<file path="src/cwgf_pkg.sv">
package cwgf_pkg;

  // ****************************************
  // clock and oscillator timing
  // ****************************************
  localparam int unsigned CWGF_CLK_NS = 40;
  localparam int unsigned CWGF_OSC_NOM_KHZ = 8000;
  localparam int unsigned CWGF_TICK_DIV = 3;
  localparam int unsigned CWGF_TICK_NS = CWGF_CLK_NS * CWGF_TICK_DIV;
  localparam int unsigned CWGF_OSC_START_MIN_NS = 280;
  localparam int unsigned CWGF_OSC_START_MAX_NS = 700;
  localparam int unsigned CWGF_OSC_START_CYC =
    (CWGF_OSC_START_MAX_NS + CWGF_CLK_NS - 1) / CWGF_CLK_NS;
  localparam int unsigned CWGF_OSC_START_MIN_CYC =
    (CWGF_OSC_START_MIN_NS + CWGF_CLK_NS - 1) / CWGF_CLK_NS;

  // ****************************************
  // pulse qualification band
  // ****************************************
  localparam int unsigned CWGF_GLITCH_MAX_NS = 1500;
  localparam int unsigned CWGF_WAKE_MIN_NS = 5000;
  localparam int unsigned CWGF_GLITCH_CYC =
    (CWGF_GLITCH_MAX_NS + CWGF_CLK_NS - 1) / CWGF_CLK_NS;
  localparam int unsigned CWGF_THRESH_NS = 3720;
  localparam int unsigned CWGF_THRESH_TICKS = CWGF_THRESH_NS / CWGF_TICK_NS;
  localparam int unsigned CWGF_ERR_NEG_PCT = 3;
  localparam int unsigned CWGF_ERR_POS_PCT = 5;
  localparam bit CWGF_BAND_OK =
    (CWGF_THRESH_NS * 100 / (100 - CWGF_ERR_NEG_PCT) <= CWGF_WAKE_MIN_NS) &&
    (CWGF_THRESH_NS * 100 / (100 + CWGF_ERR_POS_PCT) >= CWGF_GLITCH_MAX_NS);

  // ****************************************
  // worst case latency, in picoseconds
  // ****************************************
  localparam int unsigned CWGF_LAT_PD_PS = 4834380;
  localparam int unsigned CWGF_LAT_RUN_PS = 4414380;
  localparam int unsigned CWGF_LAT_PD_CYC = CWGF_LAT_PD_PS / (CWGF_CLK_NS * 1000);
  localparam int unsigned CWGF_LAT_RUN_CYC = CWGF_LAT_RUN_PS / (CWGF_CLK_NS * 1000);

  // ****************************************
  // types
  // ****************************************
  typedef struct packed {
    logic ctrl_stop;
    logic very_low_power_states;
    logic osc_standby;
    logic osc_powerdown;
  } cwgf_mode_t;

  typedef struct packed {
    logic osc_req;
    logic osc_running;
    logic qualifying;
  } cwgf_status_t;

  typedef enum logic [1:0] {
    st_idle,
    st_osc_start,
    st_qualify,
    st_wake
  } cwgf_state_t;

endpackage

</file>
<file path="src/cwgf_osc_tick.sv">
`timescale 1ns/1ns
module cwgf_osc_tick
  import cwgf_pkg::*;
#(
  parameter int unsigned START_CYC = CWGF_OSC_START_CYC,
  parameter int unsigned DIV = CWGF_TICK_DIV
) (
  // clock and reset
  input wire logic clock_in,
  input wire logic sys_rst_in,
  // power control
  input wire logic power_in,
  // oscillator view
  output logic running_out,
  output logic tick_out
);

  logic [7:0] start_q;
  logic [3:0] div_q;
  logic running_q;
  logic tick_q;

  // ****************************************
  // startup from powerdown
  // ****************************************
  always_ff @(posedge clock_in) begin
    if (sys_rst_in || !power_in) begin
      start_q <= 8'h00;
      running_q <= 1'b0;
    end else if (!running_q) begin
      if (start_q == 8'(START_CYC - 1)) begin
        running_q <= 1'b1;
      end else begin
        start_q <= start_q + 8'h01;
      end
    end
  end

  // ****************************************
  // oscillator tick divider
  // ****************************************
  always_ff @(posedge clock_in) begin
    if (sys_rst_in || !running_q) begin
      div_q <= 4'h0;
      tick_q <= 1'b0;
    end else if (div_q == 4'(DIV - 1)) begin
      div_q <= 4'h0;
      tick_q <= 1'b1;
    end else begin
      div_q <= div_q + 4'h1;
      tick_q <= 1'b0;
    end
  end

  assign running_out = running_q;
  assign tick_out = tick_q;

endmodule // cwgf_osc_tick

</file>
<file path="src/cwgf_filter.sv">
// Behaviour
// - in stop or sleep, dominant pulses under 1.5 us raise no wakeup
// - in stop, outside low power states and standby, a dominant pulse of 5 us or more raises a wakeup
// - wake threshold lies between 1.5 us and 5 us
// - a qualified pulse asserts the CAN wakeup interrupt
// - powered down oscillator is restarted first, then qualification begins
// - oscillator already running: qualification starts at once
// - worst latency 4834.38 ns from powerdown, 4414.38 ns running
// - filtered wakeup is inactive in the very low power states
// - filtered wakeup is inactive in oscillator standby
// - threshold band holds for oscillator error of -3 to +5 percent
// - oscillator startup of 280 to 700 ns is allowed for
`timescale 1ns/1ns
module cwgf_filter
  import cwgf_pkg::*;
#(
  parameter int unsigned THRESH_TICKS = CWGF_THRESH_TICKS
) (
  // clock and reset
  input wire logic clock_in,
  input wire logic sys_rst_in,
  // bus receive pin, dominant low
  input wire logic can_rx_in,
  // operating modes
  input wire cwgf_mode_t mode_in,
  // interrupt acknowledge from controller
  input wire logic wake_ack_in,
  // interrupt and status
  output logic wake_irq_out,
  output cwgf_status_t status_out
);

  localparam int LAT_PD_CYC = CWGF_LAT_PD_CYC;
  localparam int LAT_RUN_CYC = CWGF_LAT_RUN_CYC;
  localparam int START_BOUND = CWGF_OSC_START_CYC + 1;
  localparam int QUAL_BOUND = THRESH_TICKS * CWGF_TICK_DIV + 2;

  logic rx_s1_q;
  logic rx_s2_q;
  logic rx_dom;
  logic enabled;
  logic osc_running;
  logic osc_tick;
  logic osc_req_q;
  logic osc_power;
  logic wake_irq_q;
  logic wake_set;
  logic [7:0] cnt_q;
  cwgf_state_t state_q;
  cwgf_status_t status_q;

  // ****************************************
  // pin synchroniser
  // ****************************************
  always_ff @(posedge clock_in) begin
    if (sys_rst_in) begin
      rx_s1_q <= 1'b1;
      rx_s2_q <= 1'b1;
    end else begin
      rx_s1_q <= can_rx_in;
      rx_s2_q <= rx_s1_q;
    end
  end

  assign rx_dom = !rx_s2_q;
  // filter off outside stop, in low power states and in standby
  assign enabled = mode_in.ctrl_stop && !mode_in.very_low_power_states &&
                   !mode_in.osc_standby;
  assign osc_power = !mode_in.osc_powerdown || osc_req_q;

  // ****************************************
  // oscillator
  // ****************************************
  cwgf_osc_tick #(
    .START_CYC(CWGF_OSC_START_CYC),
    .DIV(CWGF_TICK_DIV)
  ) u_osc (
    .clock_in(clock_in),
    .sys_rst_in(sys_rst_in),
    .power_in(osc_power),
    .running_out(osc_running),
    .tick_out(osc_tick)
  );

  // ****************************************
  // qualification state machine
  // ****************************************
  always_ff @(posedge clock_in) begin
    if (sys_rst_in) begin
      state_q <= st_idle;
    end else if (!enabled && state_q != st_wake) begin
      state_q <= st_idle;
    end else begin
      case (state_q)
        st_idle: begin
          if (rx_dom && osc_running) begin
            state_q <= st_qualify;
          end else if (rx_dom) begin
            state_q <= st_osc_start;
          end
        end
        st_osc_start: begin
          if (!rx_dom) begin
            state_q <= st_idle;
          end else if (osc_running) begin
            state_q <= st_qualify;
          end
        end
        st_qualify: begin
          if (!rx_dom) begin
            state_q <= st_idle;
          end else if (wake_set) begin
            state_q <= st_wake;
          end
        end
        st_wake: begin
          if (wake_ack_in) begin
            state_q <= st_idle;
          end
        end
        default: begin
          state_q <= st_idle;
        end
      endcase
    end
  end

  // ****************************************
  // dominant tick counter
  // ****************************************
  assign wake_set = (state_q == st_qualify) && rx_dom && osc_tick &&
                    (cnt_q == 8'(THRESH_TICKS - 1));

  always_ff @(posedge clock_in) begin
    if (sys_rst_in) begin
      cnt_q <= 8'h00;
    end else if (state_q != st_qualify || !rx_dom) begin
      cnt_q <= 8'h00;
    end else if (osc_tick) begin
      cnt_q <= cnt_q + 8'h01;
    end
  end

  // ****************************************
  // oscillator restart request
  // ****************************************
  always_ff @(posedge clock_in) begin
    if (sys_rst_in) begin
      osc_req_q <= 1'b0;
    end else if (state_q == st_idle && enabled && rx_dom && !osc_running) begin
      osc_req_q <= 1'b1;
    end else if (state_q == st_idle || state_q == st_wake) begin
      osc_req_q <= 1'b0;
    end
  end

  // ****************************************
  // wakeup interrupt, set wins over clear
  // ****************************************
  always_ff @(posedge clock_in) begin
    if (sys_rst_in) begin
      wake_irq_q <= 1'b0;
    end else if (wake_set) begin
      wake_irq_q <= 1'b1;
    end else if (wake_ack_in) begin
      wake_irq_q <= 1'b0;
    end
  end

  always_ff @(posedge clock_in) begin
    if (sys_rst_in) begin
      status_q <= '0;
    end else begin
      status_q.osc_req <= osc_req_q;
      status_q.osc_running <= osc_running;
      status_q.qualifying <= (state_q == st_qualify);
    end
  end

  assign wake_irq_out = wake_irq_q;
  assign status_out = status_q;

  // ****************************************
  // checking helpers
  // ****************************************
  logic [9:0] dom_cyc_q;
  logic [9:0] en_dom_cyc_q;
  logic [9:0] run_dom_cyc_q;

  always_ff @(posedge clock_in) begin
    if (sys_rst_in || !rx_dom) begin
      dom_cyc_q <= 10'h000;
    end else if (dom_cyc_q != 10'h3FF) begin
      dom_cyc_q <= dom_cyc_q + 10'h001;
    end
  end

  always_ff @(posedge clock_in) begin
    if (sys_rst_in || !rx_dom || !enabled || state_q == st_wake) begin
      en_dom_cyc_q <= 10'h000;
    end else if (en_dom_cyc_q != 10'h3FF) begin
      en_dom_cyc_q <= en_dom_cyc_q + 10'h001;
    end
  end

  always_ff @(posedge clock_in) begin
    if (sys_rst_in || !rx_dom || !enabled || !osc_running || state_q == st_wake) begin
      run_dom_cyc_q <= 10'h000;
    end else if (run_dom_cyc_q != 10'h3FF) begin
      run_dom_cyc_q <= run_dom_cyc_q + 10'h001;
    end
  end

  // ****************************************
  // assertions
  // ****************************************
  property p_no_short_wake;
    @(posedge clock_in) disable iff (sys_rst_in)
    wake_set |-> (dom_cyc_q >= 10'(CWGF_GLITCH_CYC));
  endproperty
  a_no_short_wake: assert property (p_no_short_wake)
    else $error("wakeup raised for a short pulse");

  property p_long_wakes;
    @(posedge clock_in) disable iff (sys_rst_in)
    (en_dom_cyc_q == 10'(LAT_PD_CYC)) |-> 1'b0;
  endproperty
  a_long_wakes: assert property (p_long_wakes)
    else $error("long pulse failed to wake in time");

  // wake time scaled by the oscillator error must stay inside the band
  property p_band;
    @(posedge clock_in) disable iff (sys_rst_in)
    wake_set |-> CWGF_BAND_OK &&
      (en_dom_cyc_q * CWGF_CLK_NS * 100 >= CWGF_GLITCH_MAX_NS * (100 + CWGF_ERR_POS_PCT)) &&
      (en_dom_cyc_q * CWGF_CLK_NS * 100 <= CWGF_WAKE_MIN_NS * (100 - CWGF_ERR_NEG_PCT));
  endproperty
  a_band: assert property (p_band)
    else $error("threshold outside wake band");

  property p_irq_cause;
    @(posedge clock_in) disable iff (sys_rst_in)
    $rose(wake_irq_q) |-> $past(state_q == st_qualify) && $past(osc_tick) &&
      ($past(cnt_q) == 8'(THRESH_TICKS - 1)) ##1 (state_q == st_wake || !enabled);
  endproperty
  a_irq_cause: assert property (p_irq_cause)
    else $error("interrupt without qualified pulse");

  property p_no_count_cold;
    @(posedge clock_in) disable iff (sys_rst_in)
    !osc_running |-> (cnt_q == 8'h00) && (state_q != st_qualify || !rx_dom ||
      $past(osc_running));
  endproperty
  a_no_count_cold: assert property (p_no_count_cold)
    else $error("qualification while oscillator stopped");

  property p_immediate;
    @(posedge clock_in) disable iff (sys_rst_in)
    (state_q == st_idle && enabled && rx_dom && osc_running) |=> state_q == st_qualify;
  endproperty
  a_immediate: assert property (p_immediate)
    else $error("qualification did not start at once");

  property p_run_latency;
    @(posedge clock_in) disable iff (sys_rst_in)
    (run_dom_cyc_q == 10'(LAT_RUN_CYC)) |-> 1'b0;
  endproperty
  a_run_latency: assert property (p_run_latency)
    else $error("running oscillator latency exceeded");

  property p_disabled;
    @(posedge clock_in) disable iff (sys_rst_in)
    (!enabled && state_q != st_wake) |=> (state_q == st_idle) && !wake_set;
  endproperty
  a_disabled: assert property (p_disabled)
    else $error("filter active while disabled");

  property p_startup;
    @(posedge clock_in) disable iff (sys_rst_in)
    $rose(osc_req_q) && !osc_running |->
      (!osc_running [*8]) ##[1:START_BOUND] (osc_running || !osc_req_q);
  endproperty
  a_startup: assert property (p_startup)
    else $error("oscillator startup outside budget");

  property p_clear_recessive;
    @(posedge clock_in) disable iff (sys_rst_in)
    (state_q == st_qualify && !rx_dom) |=> (cnt_q == 8'h00) && (state_q == st_idle);
  endproperty
  a_clear_recessive: assert property (p_clear_recessive)
    else $error("count not cleared on recessive");

  property p_qual_bound;
    @(posedge clock_in) disable iff (sys_rst_in)
    ($rose(state_q == st_qualify)) |-> ##[1:QUAL_BOUND]
      (wake_irq_q || !rx_dom || !enabled);
  endproperty
  a_qual_bound: assert property (p_qual_bound)
    else $error("qualification took too long");

  c_wake_run: cover property (@(posedge clock_in) disable iff (sys_rst_in)
    $rose(wake_irq_q) && !$past(osc_req_q));
  c_wake_pd: cover property (@(posedge clock_in) disable iff (sys_rst_in)
    $rose(wake_irq_q) && $past(osc_req_q));
  c_glitch: cover property (@(posedge clock_in) disable iff (sys_rst_in)
    state_q == st_qualify && !rx_dom && cnt_q != 8'h00);
  c_ack: cover property (@(posedge clock_in) disable iff (sys_rst_in)
    wake_irq_q && wake_ack_in);

endmodule // cwgf_filter

</file>
<file path="config.mk">
export PLATFORM = sky130hd
export DESIGN_NAME = cwgf_filter
export DESIGN_NICKNAME = d
export VERILOG_FILES = /design/src/cwgf_pkg.sv /design/src/cwgf_osc_tick.sv /design/src/cwgf_filter.sv
export SDC_FILE = /design/constraint.sdc
export NUM_CORES = 1
export LEC_CHECK = 0
export ABC_AREA = 1
export BUFFER_PORTS_ARGS = -buffer_cell sky130_fd_sc_hd__buf_2
export CORE_MARGIN = 2
export CORE_UTILIZATION = 55
export CTS_CLUSTER_SIZE = 24
export DETAILED_ROUTE_END_ITERATION = 10
export PLACE_DENSITY = 0.71
export REMOVE_ABC_BUFFERS = 1
export SYNTH_ARGS = -nofsm -noshare
export SYNTH_HDL_FRONTEND = slang
export SYNTH_SLANG_ARGS = --single-unit
</file>
<file path="constraint.sdc">
create_clock -name clock_in -period 2.1 [get_ports clock_in]
set_input_delay 0.42 -clock clock_in [delete_from_list [all_inputs] [get_ports clock_in]]
set_output_delay 0.42 -clock clock_in [all_outputs]
set_load 0.05 [all_outputs]
</file>
Word-level counts from Yosys, hierarchy flattened
Index checks and enable logic that the tools add are counted.
{ "totals": {"ff_bits": 31, "inputBits": 8, "out_inout_bits": 4, "word_cells": 75} }
{ "classes": {"n_addsub": 3, "eq_ne": 12, "mux": 15, "n_bitwise": 2, "reduce_logical": 30} }
{ "op_table": {"columns": ["cell", "n"], "rows": [
  ["$add A8 B1 Y8 const B", 2],
  ["$eq A8 B5 Y1 const B", 2],
  ["$mux W2", 7],
  ["$logic_and A1 B1 Y1", 10],
  ["$pmux W2 S4", 1],
  ["$logic_not A1 Y1", 7],
  ["$mux W1", 7],
  ["$ne A2 B2 Y1 const B", 3],
  ["$ne A3 B3 Y1 const B", 2],
  ["$reduce_or A2 Y1", 3],
  ["$logic_or A1 B1 Y1", 5],
  ["$add A4 B1 Y4 const B", 1],
  ["$eq A2 B2 Y1 const B", 2],
  ["$eq A4 B2 Y1 const B", 1],
  ["$reduce_and A4 Y1", 1],
  ["$reduce_bool A2 Y1", 2],
  ["$ne A3 B2 Y1 const B", 1],
  ["$eq A2 B1 Y1 const B", 1],
  ["$logic_not A2 Y1", 1],
  ["$not A1 Y1", 2],
  ["$reduce_and A2 Y1", 1]
]} }

Depth between registers and ports, before layout
Gate-level depths: netlist of the first run.
{ "depth": {"word_depth": 7, "depth_mapped": 9, "ltp_nobuf": 9} }

Modules after synthesis
A second synthesis of the first run with hierarchy kept.
{ "unflattened": {"cells_unflattened": 235, "area_unflattened_um2": 1669.1} }
{ "modules_own_cells": {"columns": ["module", "instances", "cells_each", "area_each_um2", "seq_area_each_um2"], "rows": [
  ["cwgf_filter", 1, 123, 900.9, 340.3],
  ["cwgf_osc_tick", 1, 112, 768.2, 280.3]
]} }

Least setup slack after synthesis of the first run
Ideal clock, no wire load.
{ "synth_path": {"path_kind": "flip-flop to flip-flop", "from": "register state_q[0]", "to": "register state_q[1]", "setup_time_ns": 0.115, "arrival_ns": 1.115, "required_time_ns": 1.985, "slack_ns": 0.870, "path_stages_with_launch": 9, "path_buffers": 0, "period_less_slack_ns": 1.230, "path_cell_list": "dfxtp_1 -> inv_1 -> ha_1 -> nand2_1 -> nand2_1 -> o21ai_0 -> nand3_1 -> nand2_1 -> nor2_1"} }
{ "synth_between": {"elab_chain_len": 6, "elab_cells_between_ends": 16, "cone_classes": "eq/ne (8); mux (1); reduce/logical (7)"} }
{ "synth_lines": {"columns": ["item", "line", "text"], "rows": [
  ["start, declared", "cwgf_filter.sv:49", "cwgf_state_t state_q;"],
  ["start signal, assigned", "cwgf_filter.sv:90", "state_q <= st_idle;"],
  ["start signal, assigned", "cwgf_filter.sv:92", "state_q <= st_idle;"],
  ["start signal, assigned", "cwgf_filter.sv:97", "state_q <= st_qualify;"],
  ["$eq A2 B2 Y1", "cwgf_filter.sv:94, cwgf_filter.sv:131", null],
  ["$logic_and A1 B1 Y1 (3 in a row)", "cwgf_filter.sv:131", "assign wake_set = (state_q == st_qualify) && rx_dom && osc_tick &&"],
  ["$ne A3 B3 Y1 (no source line)", null, null],
  ["$reduce_and A4 Y1 (no source line)", null, null]
]} }
Parallel ways exist; a longest one is shown, timed or not.
A chain may end at the register's enable or synchronous reset.

Worst setup path after layout of the first run
Ends and elaborated chain as after synthesis.

==> results of run 1 <==
## cell type report
cell class	instances	share of cell area [%]
well taps	31	2.296
repair buffers	11	3.259
clock buffers	5	2.222
flip-flops and latches	31	36.74
inverters	31	7.037
multi-input cells	148	47.26
clock inverters	3	1.185
## cells by family (layout without fill, tap and decap cells)
group / count (synthesis) / after routing / share of synthesized area [%]
flops: 31 / 31 / 40.23
simple gates: 102 / 102 / 29.36
xor+xnor: 5 / 5 / 2.838
buf+inv: 32 / 50 / 8.029
fa+ha+maj: 11 / 11 / 8.921
compound gates: 30 / 30 / 10.63
## final timing paths
| kind | start | to | slack, ns | cells past startpoint |
|---|---|---|---|---|
| min reg2reg | rx_s1_q | rx_s2_q | 0.42 | 1 |
| max reg2reg | state_q[0] | state_q[1] | 0.65 | 8 |
| max | state_q[0] | state_q[1] | 0.65 | 8 |
| min | can_rx_in | rx_s1_q | 0.26 | 2 |
## sequential cells by signal, indices dropped and copies added (netlist names), 2 cells and up
register       cells
cnt_q              8
u_osc.div_q        4
status_out         3
u_osc.start_q      8
state_q            2
## layer usage
| metal | up-vias | GRT usage [%] | wire length, um |
|---|---|---|---|
| met5 | - | 0 | 0 |
| met4 | 0 | 11.30 | 74 |
| met3 | 8 | 5.442 | 218 |
| met2 | 48 | 32.84 | 1385 |
| met1 | 607 | 23.84 | 1265 |
| li1 | 698 | - | - |
## power by group through the flow
| stage | sequential [uW] | combinational [uW] | clock, uW |
|---|---|---|---|
| 4_1_cts | 596 | 32.7 | 358 |
| 5_1_grt | 597 | 36.8 | 382 |
| 3_5_place_dp | 610 | 32.6 | 0 |
| 2_1_floorplan | 609 | 18.3 | 0 |
| 6_report | 596 | 32.4 | 352 |
| 3_3_place_gp | 609 | 30.8 | 0 |
## synth_stat cells, types with 2 or more instances
| cell | instances | area, sq um |
|---|---|---|
| a21oi_1 | 16 | 80.08 |
| dfxtp_1 | 31 | 620.6 |
| ha_1 | 11 | 137.6 |
| inv_1 | 27 | 101.4 |
| inv_2 | 3 | 11.26 |
| nand2_1 | 50 | 187.7 |
| nand3_1 | 7 | 35.03 |
| nand3b_1 | 2 | 15.01 |
| nand4_1 | 4 | 25.02 |
| nor2_1 | 25 | 93.84 |
| nor2_2 | 4 | 25.02 |
| nor3_1 | 3 | 15.01 |
| o21ai_0 | 10 | 50.05 |
| or2_2 | 2 | 12.51 |
| xor2_1 | 4 | 35.03 |
## per-stage QoR
step	area, sq um	cells	hold WS, ns
after detailed placement	1632	252	0.3942
final	1689	260	0.2615
after global placement	1632	252	0.3936
after global routing	1689	260	0.2760
after floorplan	1538	210	0.3895
after CTS	1689	260	0.2617
## worst max-delay path, delay by kind of cell, from the launching register on
| family | cells | cell delay (ns) |
|---|---|---|
| buffers and inverters | 1 | 0.10 |
| adder cells (fa/ha/maj) | 1 | 0.23 |
| AO/OA/AOI/OAI | 1 | 0.16 |
| flip-flops | 1 | 0.41 |
| AND/OR/NAND/NOR | 5 | 0.43 |
==> impl_metrics.csv, run 1 <==
group,metric,value,unit
floorplan,fp.coreArea,0.002710,sq mm
synthesis,syn_inst,211,
setup_path,cp-start-kind,"register",
status,outcome,"finished, final reports clean",
cts,cts_root_buf,"clkbuf_4",
detailed_routing,drtAntennaViolNets,0,
pwr,switching_share,25.19,%
synthesis,ys.flop_type,"dfxtp_1",
detailed_routing,via_per_inst,5.235,
setup_path,endpoint_kind,"register",
cts,cts_sinks,31,
synthesis,synth-seq-cells,31,
detailed_routing,totalWireLength,2.944,mm
synthesis,yosysWarnings,0,
pwr,seq_power_share,60.8,%
pwr,comb_power_share,3.3,%
placed_design,dp_hpwl,2.206,mm
grt,antenna_found_initial,0,
sta,drv_slew,0,
cts,ctsHoldBuffers,0,
cts,cts_tree,"yes",
grt,grt_max_degree,12,
sta,tns,0,ns
finish,drive_gt1_share,14.85,%
sta,rsz0062_at_grt,"false",
synthesis,async_reset_ff_share,0,%
floorplan,num_rows,19,
sta,layout_min_cycle_time,1.445,ns
floorplan,start_util,56.93,%
floorplan,die-width,56.96,um
grt,grt_pass1_wl,5.043,mm
cts,cts_made_buffers,5,
cts,cts_buffer_depth,2,
synthesis,synth_edf_count,0,
finish,multiInputGateArea,798.3,sq um
synthesis,ys_seq_area_share,40.23,%
finish,fin_util,62.33,%
finish,diodes,0,
setup_path,max_stage_delay,0.41,ns
cts,cts_setup_buffers,0,
setup_path,crit_top_cell,"nand2_1",
cts,cts.htree.levels,2,
finish,register_area,620.6,sq um
synthesis,avgSynthCellArea,7.312,sq um
sta,tightest_slew,0.3035,ns
setup_path,critPathKind,"register to register",
pwr,irDropWorstVdd,0.0004781,V
detailed_routing,drt_iter0_drc,109,
detailed_routing,drt_pass1_iterations,4,
sta,fin_crit_sh,68.83,%
pwr,clkPwrFrac,35.9,%
grt,gr-usage-all-layers,20.09,%
setup_path,worstPathArrival,1.69,ns
sta,fmax,691.8,MHz
pwr,finalPower,980.8,uW
cts,insertion_delay,0.35,ns
detailed_routing,wire_per_inst,11.32,um
sta,slew_headroom,79.75,%
grt,grt_overflow_total,0,
sta,setup_viol,0,
floorplan,die_h,56.96,um
cts,cts_resized,0,
setup_path,cp_max_fo,5,
finish,areaGrowthSynthToFinish,9.489,%
setup_path,critPathSlowestCell,"dfxtp_1",
pwr,p_int,733.7,uW
synthesis,ys_types,27,
detailed_routing,vias,1361,
finish,final_cell_mix,"50 x nand2_1, 31 x dfxtp_1, 27 x inv_1",
finish,layout_commonest_cell,"nand2_1",
pwr,p_leak,0.0007170,uW
cts,clk_pin_slew_worst_paths,0.11,ns
sta,fin_skew,0.01014,ns
sta,final-hold-violation-count,0,
setup_path,path_cells,"inv_1 > ha_1 > nand2_1 > nand2_1 > o21ai_0 > nand3_1 > nand2_1 > nor2_1",
run,drv_cap,0,
setup_path,required,2.34,ns
placed_design,gp_congestion,0.8354,
pwr,p_sw,247.1,uW
finish,nets,247,
pwr,p_per_area,580.6,mW/mm^2
sta,worst_slack,0.6545,ns
finish,nFillCells,254,
placed_design,dp_slack,0.7113,ns
worst_hold_path,hold_class,"input pin to register",
synthesis,synth.cell_area,0.001543,sq mm
grt,grt_pass1_vias,1257,
floorplan,die_area,0.003244,sq mm
floorplan,num_io_pins,12,
placed_design,io_buffers,11,
detailed_routing,drc,0,
No activity file was read; power rests on OpenSTA's default activity.
==> run 2: changes to the inputs <==
Settings changed: CORE_UTILIZATION 55 to 52, PLACE_DENSITY 0.71 to 0.7.
Clock period 2.1 ns to 1.3 ns, I/O delays scaled along.
==> run 2 against run 1 <==
Critical endpoint is now state_q[0]; largest power group unchanged; the run now ends with setup timing left; highest routed layer unchanged; core utilization increased by 2.9 points; global-route usage decreased by 2.1 points; clock skew decreased by 0.00084 ns; critical path depth increased by 1; routed wire length decreased by 1.5%.
==> impl_metrics.csv, run 2 (same netlist as run 1, synthesis figures left out) <==
group,metric,value,unit
finish,layout_commonest_cell,"nand2_1",
detailed_routing,drt_pass1_iterations,5,
status,violations,"setup timing",
setup_path,endpoint_kind,"register",
floorplan,start_util,55.47,%
run,drv_cap,0,
cts,insertion_delay,0.34,ns
setup_path,path_cells,"inv_4 > ha_4 > inv_2 > nor2_1 > nand2_1 > o21ai_2 > nand3_1 > nand2_1 > nor2_2",
detailed_routing,vias,1348,
sta,layout_min_cycle_time,1.304,ns
finish,top_regs,"cnt_q x8, u_osc.start_q x8, u_osc.div_q x4",
sta,rsz0062_at_grt,"true",
status,outcome,"finished, violations left",
floorplan,die-width,58.47,um
finish,nets,252,
finish,multiInputGateArea,852.1,sq um
pwr,finalPower,1663,uW
grt,grt_overflow_total,0,
sta,drv_slew,0,
setup_path,rrSetupSlack,-0.004,ns
floorplan,die_area,0.003419,sq mm
cts,cts_root_buf,"clkbuf_4",
cts,cts_buffer_depth,2,
detailed_routing,wire_per_inst,10.95,um
setup_path,r2r-start,"cnt_q[0]",
cts,clk_pin_slew_worst_paths,0.09,ns
setup_path,cp-start-kind,"register",
floorplan,fp.coreArea,0.002781,sq mm
setup_path,crit-reg2reg-capture,"state_q[0]",
worst_hold_path,min_from,"can_rx_in",
cts,ctsHoldBuffers,0,
setup_path,crit_top_cell,"nand2_1",
setup_path,worstPathArrival,1.53,ns
placed_design,io_buffers,11,
detailed_routing,totalWireLength,2.901,mm
finish,diodes,0,
detailed_routing,drc,0,
sta,fin_skew,0.009304,ns
sta,fmax,767.0,MHz
placed_design,dp_hpwl,2.063,mm
placed_design,dp_slack,-0.09218,ns
worst_hold_path,hold_path_end,"rx_s1_q",
finish,areaGrowthSynthToFinish,17.60,%
sta,slew_headroom,81.92,%
finish,register_area,635.6,sq um
pwr,p_leak,0.0007571,uW
sta,setup_viol,1,
sta,tightest_slew,0.2706,ns
finish,drive_gt1_share,24.79,%
detailed_routing,via_per_inst,5.087,
setup_path,critPathSlowestCell,"dfxtp_4",
grt,antenna_found_initial,0,
grt,grt_pass1_vias,1149,
sta,fin_crit_sh,100.3,%
cts,cts_made_buffers,5,
setup_path,worst_r2r_path_depth,9,
cts,cts.htree.levels,2,
floorplan,num_io_pins,12,
floorplan,num_rows,19,
detailed_routing,drtAntennaViolNets,0,
placed_design,gp_congestion,0.8584,
pwr,p_per_area,916.5,mW/mm^2
setup_path,cp_max_fo,5,
grt,grt_pass1_wl,4.581,mm
detailed_routing,drt_iter0_drc,50,
sta,holdWs,0.1247,ns
floorplan,die_h,58.47,um
finish,final_cell_mix,"49 x nand2_1, 25 x dfxtp_1, 23 x inv_1, 23 x nor2_1, 16 x a21oi_1",
worst_hold_path,hold_path_depth,2,
grt,gr-usage-all-layers,17.99,%
sta,worst_slack,-0.003811,ns
cts,cts_tree,"yes",
finish,nFillCells,252,
setup_path,critPathKind,"register to register",
pwr,irDropWorstVdd,0.0007437,V
sta,final-hold-violation-count,0,
setup_path,max_stage_delay,0.37,ns
cts,cts_sinks,31,
setup_path,required,1.53,ns
grt,grt_max_degree,12,
worst_hold_path,hold_class,"input pin to register",
[run 2: worst max path at each step]
stage / from / end / depth (start not counted)
4_1_cts: cnt_q[0] / state_q[0] / 9
3_5_place_dp: state_q[1] / state_q[0] / 8
6_report: cnt_q[0] / state_q[0] / 9
2_1_floorplan: state_q[0] / state_q[1] / 8
3_3_place_gp: u_osc.start_q[1] / u_osc.start_q[1] / 9
5_1_grt: cnt_q[0] / state_q[0] / 9
[run 2: critical path: cells and delay by family, from the launching register on]
family                     cells  cell delay (ns)
and+or+nand+nor                5             0.42
DFF                            1             0.37
AOI/OAI and AO/OA              1             0.21
adders and majority gates      1             0.12
buffers and inverters          2             0.09
[run 2: layout make-up]
class	instances	share of cell area, %
inverter	31	6.966
timing repair buffer	16	5.103
multi-input combinational	148	46.97
clock buffer	8	3.793
tap	31	2.138
sequential	31	35.03
[run 2: metal layers]
| metal | up-vias | wire (um) | global-route usage, % |
|---|---|---|---|
| met5 | - | 0 | 0 |
| li1 | 709 | - | - |
| met2 | 26 | 1363 | 29.05 |
| met4 | 0 | 59 | 7.641 |
| met1 | 606 | 1347 | 21.07 |
| met3 | 7 | 131 | 7.253 |
[run 2: power breakdown]
group	switching (uW)	leakage (uW)	total, uW	internal, uW
clock network	333	0.0000386	651	318
logic	31.1	0.000464	55.1	24.0
registers	6.52	0.000254	957	950
[run 2: timing repair]
| action | CTS | global route |
|---|---|---|
| pin swaps | 4 | 11 |
| endpoints found under the setup margin | 13 | 14 |
| gates resized for setup | 13 | 19 |
| buffers inserted | 0 | 4 |
[run 2: stage by stage]
stage	setup TNS [ns]	cell area, sq um	util [%]	instances
floorplan	0	1538	-	210
global placement	-0.01012	1639	58.93	253
detailed placement	-0.2378	1639	58.93	253
CTS	-0.006726	1744	62.71	261
global route	-0.6819	1814	65.23	265
finish	-0.003811	1814	65.23	265
==> run 3: changes to the inputs <==
Settings changed: CORE_UTILIZATION 52 to 41, CTS_CLUSTER_SIZE 24 to 16, PLACE_DENSITY 0.7 to 0.57.
==> run 3 against run 2 <==
The flow now finishes without violations; maximum frequency grew 3.1%; total power rose by 4.9%; worst setup slack better by 0.039 ns; cell area grew 1.7%; sequential cell count unchanged; critical path depth down 2; clock power is 12% higher; clock skew shrank 0.0033 ns; core utilization fell by 14 points; largest cell class unchanged.
==> impl_metrics.csv, run 3 (same netlist as run 1, synthesis figures left out) <==
group,metric,value,unit
placed_design,dp_cells,273,
grt,gr-usage-all-layers,14.65,%
cts,cts_made_buffers,5,
pwr,finalPower,1745,uW
sta,fin_skew,0.005976,ns
pwr,p_leak,0.0007598,uW
cts,ctsHoldBuffers,0,
floorplan,start_util,42.46,%
grt,grt_pass1_vias,1154,
setup_path,cp-start-kind,"register",
finish,instances_no_fill,282,
sta,layout_min_cycle_time,1.265,ns
grt,grt_pass1_wl,4.857,mm
setup_path,critPathKind,"register to register",
detailed_routing,drtAntennaViolNets,0,
sta,fin_crit_sh,97.28,%
detailed_routing,totalWireLength,2.833,mm
sta,final-hold-violation-count,0,
detailed_routing,via_per_inst,4.582,
detailed_routing,wire_per_inst,10.05,um
status,outcome,"finished, final reports clean",
cts,cts_root_buf,"clkbuf_8",
cts,clk_pin_slew_worst_paths,0.07,ns
setup_path,endpoint_kind,"register",
floorplan,die_h,65.34,um
finish,diodes,0,
cts,cts_tree,"yes",
sta,rsz0062_at_grt,"true",
grt,grt_overflow_total,0,
placed_design,io_buffers,11,
detailed_routing,drc,0,
setup_path,crit_start,"state_q[0]",
finish,final_cell_mix,"46 x nand2_1, 26 x dfxtp_1, 23 x inv_1, 23 x nor2_1, 15 x a21oi_1",
floorplan,num_rows,22,
detailed_routing,drt_pass1_iterations,4,
floorplan,num_io_pins,12,
sta,setup_viol,0,
finish,layout_commonest_cell,"nand2_1",
cts,cts_buffer_depth,2,
worst_hold_path,min_from,"can_rx_in",
cts,cts_sinks,31,
finish,nets,252,
pwr,irDropWorstVdd,0.0006396,V
floorplan,die_area,0.004269,sq mm
sta,worst_slack,0.03536,ns
finish,top_regs,"cnt_q x8, u_osc.start_q x8, u_osc.div_q x4",
placed_design,gp_congestion,0.8001,
placed_design,dpl-instance-area,0.001683,sq mm
pwr,p_per_area,945.4,mW/mm^2
setup_path,worstPathArrival,1.44,ns
sta,tightest_slew,0.2600,ns
detailed_routing,drt_iter0_drc,56,
setup_path,required,1.47,ns
setup_path,worst_r2r_path_depth,7,
cts,insertion_delay,0.28,ns
finish,drive_gt1_share,24.79,%
grt,grt_max_degree,12,
floorplan,die-width,65.34,um
sta,slew_headroom,82.65,%
finish,areaGrowthSynthToFinish,19.63,%
setup_path,cp_max_fo,4,
worst_hold_path,hold_path_depth,2,
sta,fmax,790.7,MHz
placed_design,dp_hpwl,1.964,mm
grt,antenna_found_initial,0,
worst_hold_path,hold_class,"input pin to register",
floorplan,fp.coreArea,0.003633,sq mm
detailed_routing,vias,1292,
cts,cts.htree.levels,2,
run,drv_cap,0,
sta,drv_slew,0,
finish,stdcell_area,0.001846,sq mm
setup_path,r2r-start,"state_q[0]",
placed_design,dp_slack,-0.02173,ns
## run 3: cell count changes in the layout (fill, tap and decap cells not counted), sizes merged
cell	delta
buf	-1
clkbuf	-1
clkinv	+1
inv	+1
## run 3: path summary, 6_finish.rpt
| kind | to | slack (ns) |
|---|---|---|
| setup / recovery | state_q[1] | 0.04 |
| hold / removal | rx_s1_q | 0.18 |
| setup reg to reg | state_q[1] | 0.04 |
| hold reg to reg | rx_s2_q | 0.41 |
## run 3: where the power goes
part	switching, uW	internal (uW)
logic	32.0	27.2
registers	6.10	954
clock network	351	375
## run 3: final cells by class
type | count | area, sq um
Fill cell | 380 | 1788
Clock buffer | 7 | 76.32
Multi-Input combinational cell | 148 | 848.3
Timing Repair Buffer | 15 | 88.84
Inverter | 31 | 126.4
Tap cell | 48 | 60.06
Timing Repair inverter | 1 | 8.758
Sequential cell | 31 | 631.9
Clock inverter | 1 | 5.005
## run 3: timing repair
action / CTS / global route
hold endpoints to repair: 0 / 0
endpoints found under the setup margin: 10 / 14
gates cloned: 0 / 1
pin swaps: 2 / 9
resized for setup: 5 / 26
buffers inserted: 0 / 0
## run 3: metrics by stage
step | hold slack, ns | TNS, ns | util, %
4_1_cts | 0.1696 | 0 | 48.76
3_5_place_dp | 0.3993 | -0.06705 | 46.32
6_report | 0.1794 | 0 | 50.79
5_1_grt | 0.1788 | -0.3193 | 50.79
2_1_floorplan | 0.3291 | 0 | -
3_3_place_gp | 0.3973 | -0.04635 | 46.32
## run 3: worst max-delay path, stage by stage (launching register included)
cell and delay [ns]:
dfxtp_1 0.33, buf_4 0.12, ha_2 0.17, inv_1 0.04
o21ai_0 0.20, nor2_2 0.09, a21oi_1 0.15, nor2_1 0.06
## run 3: layer usage
layer / GRT usage, % / part of all wire, % / vias to the layer above
met5: 0 / 0 / -
met4: 5.469 / 1.9 / 0
met3: 5.137 / 4.0 / 7
met2: 21.81 / 42 / 19
met1: 19.47 / 52 / 558
li1: - / - / 708
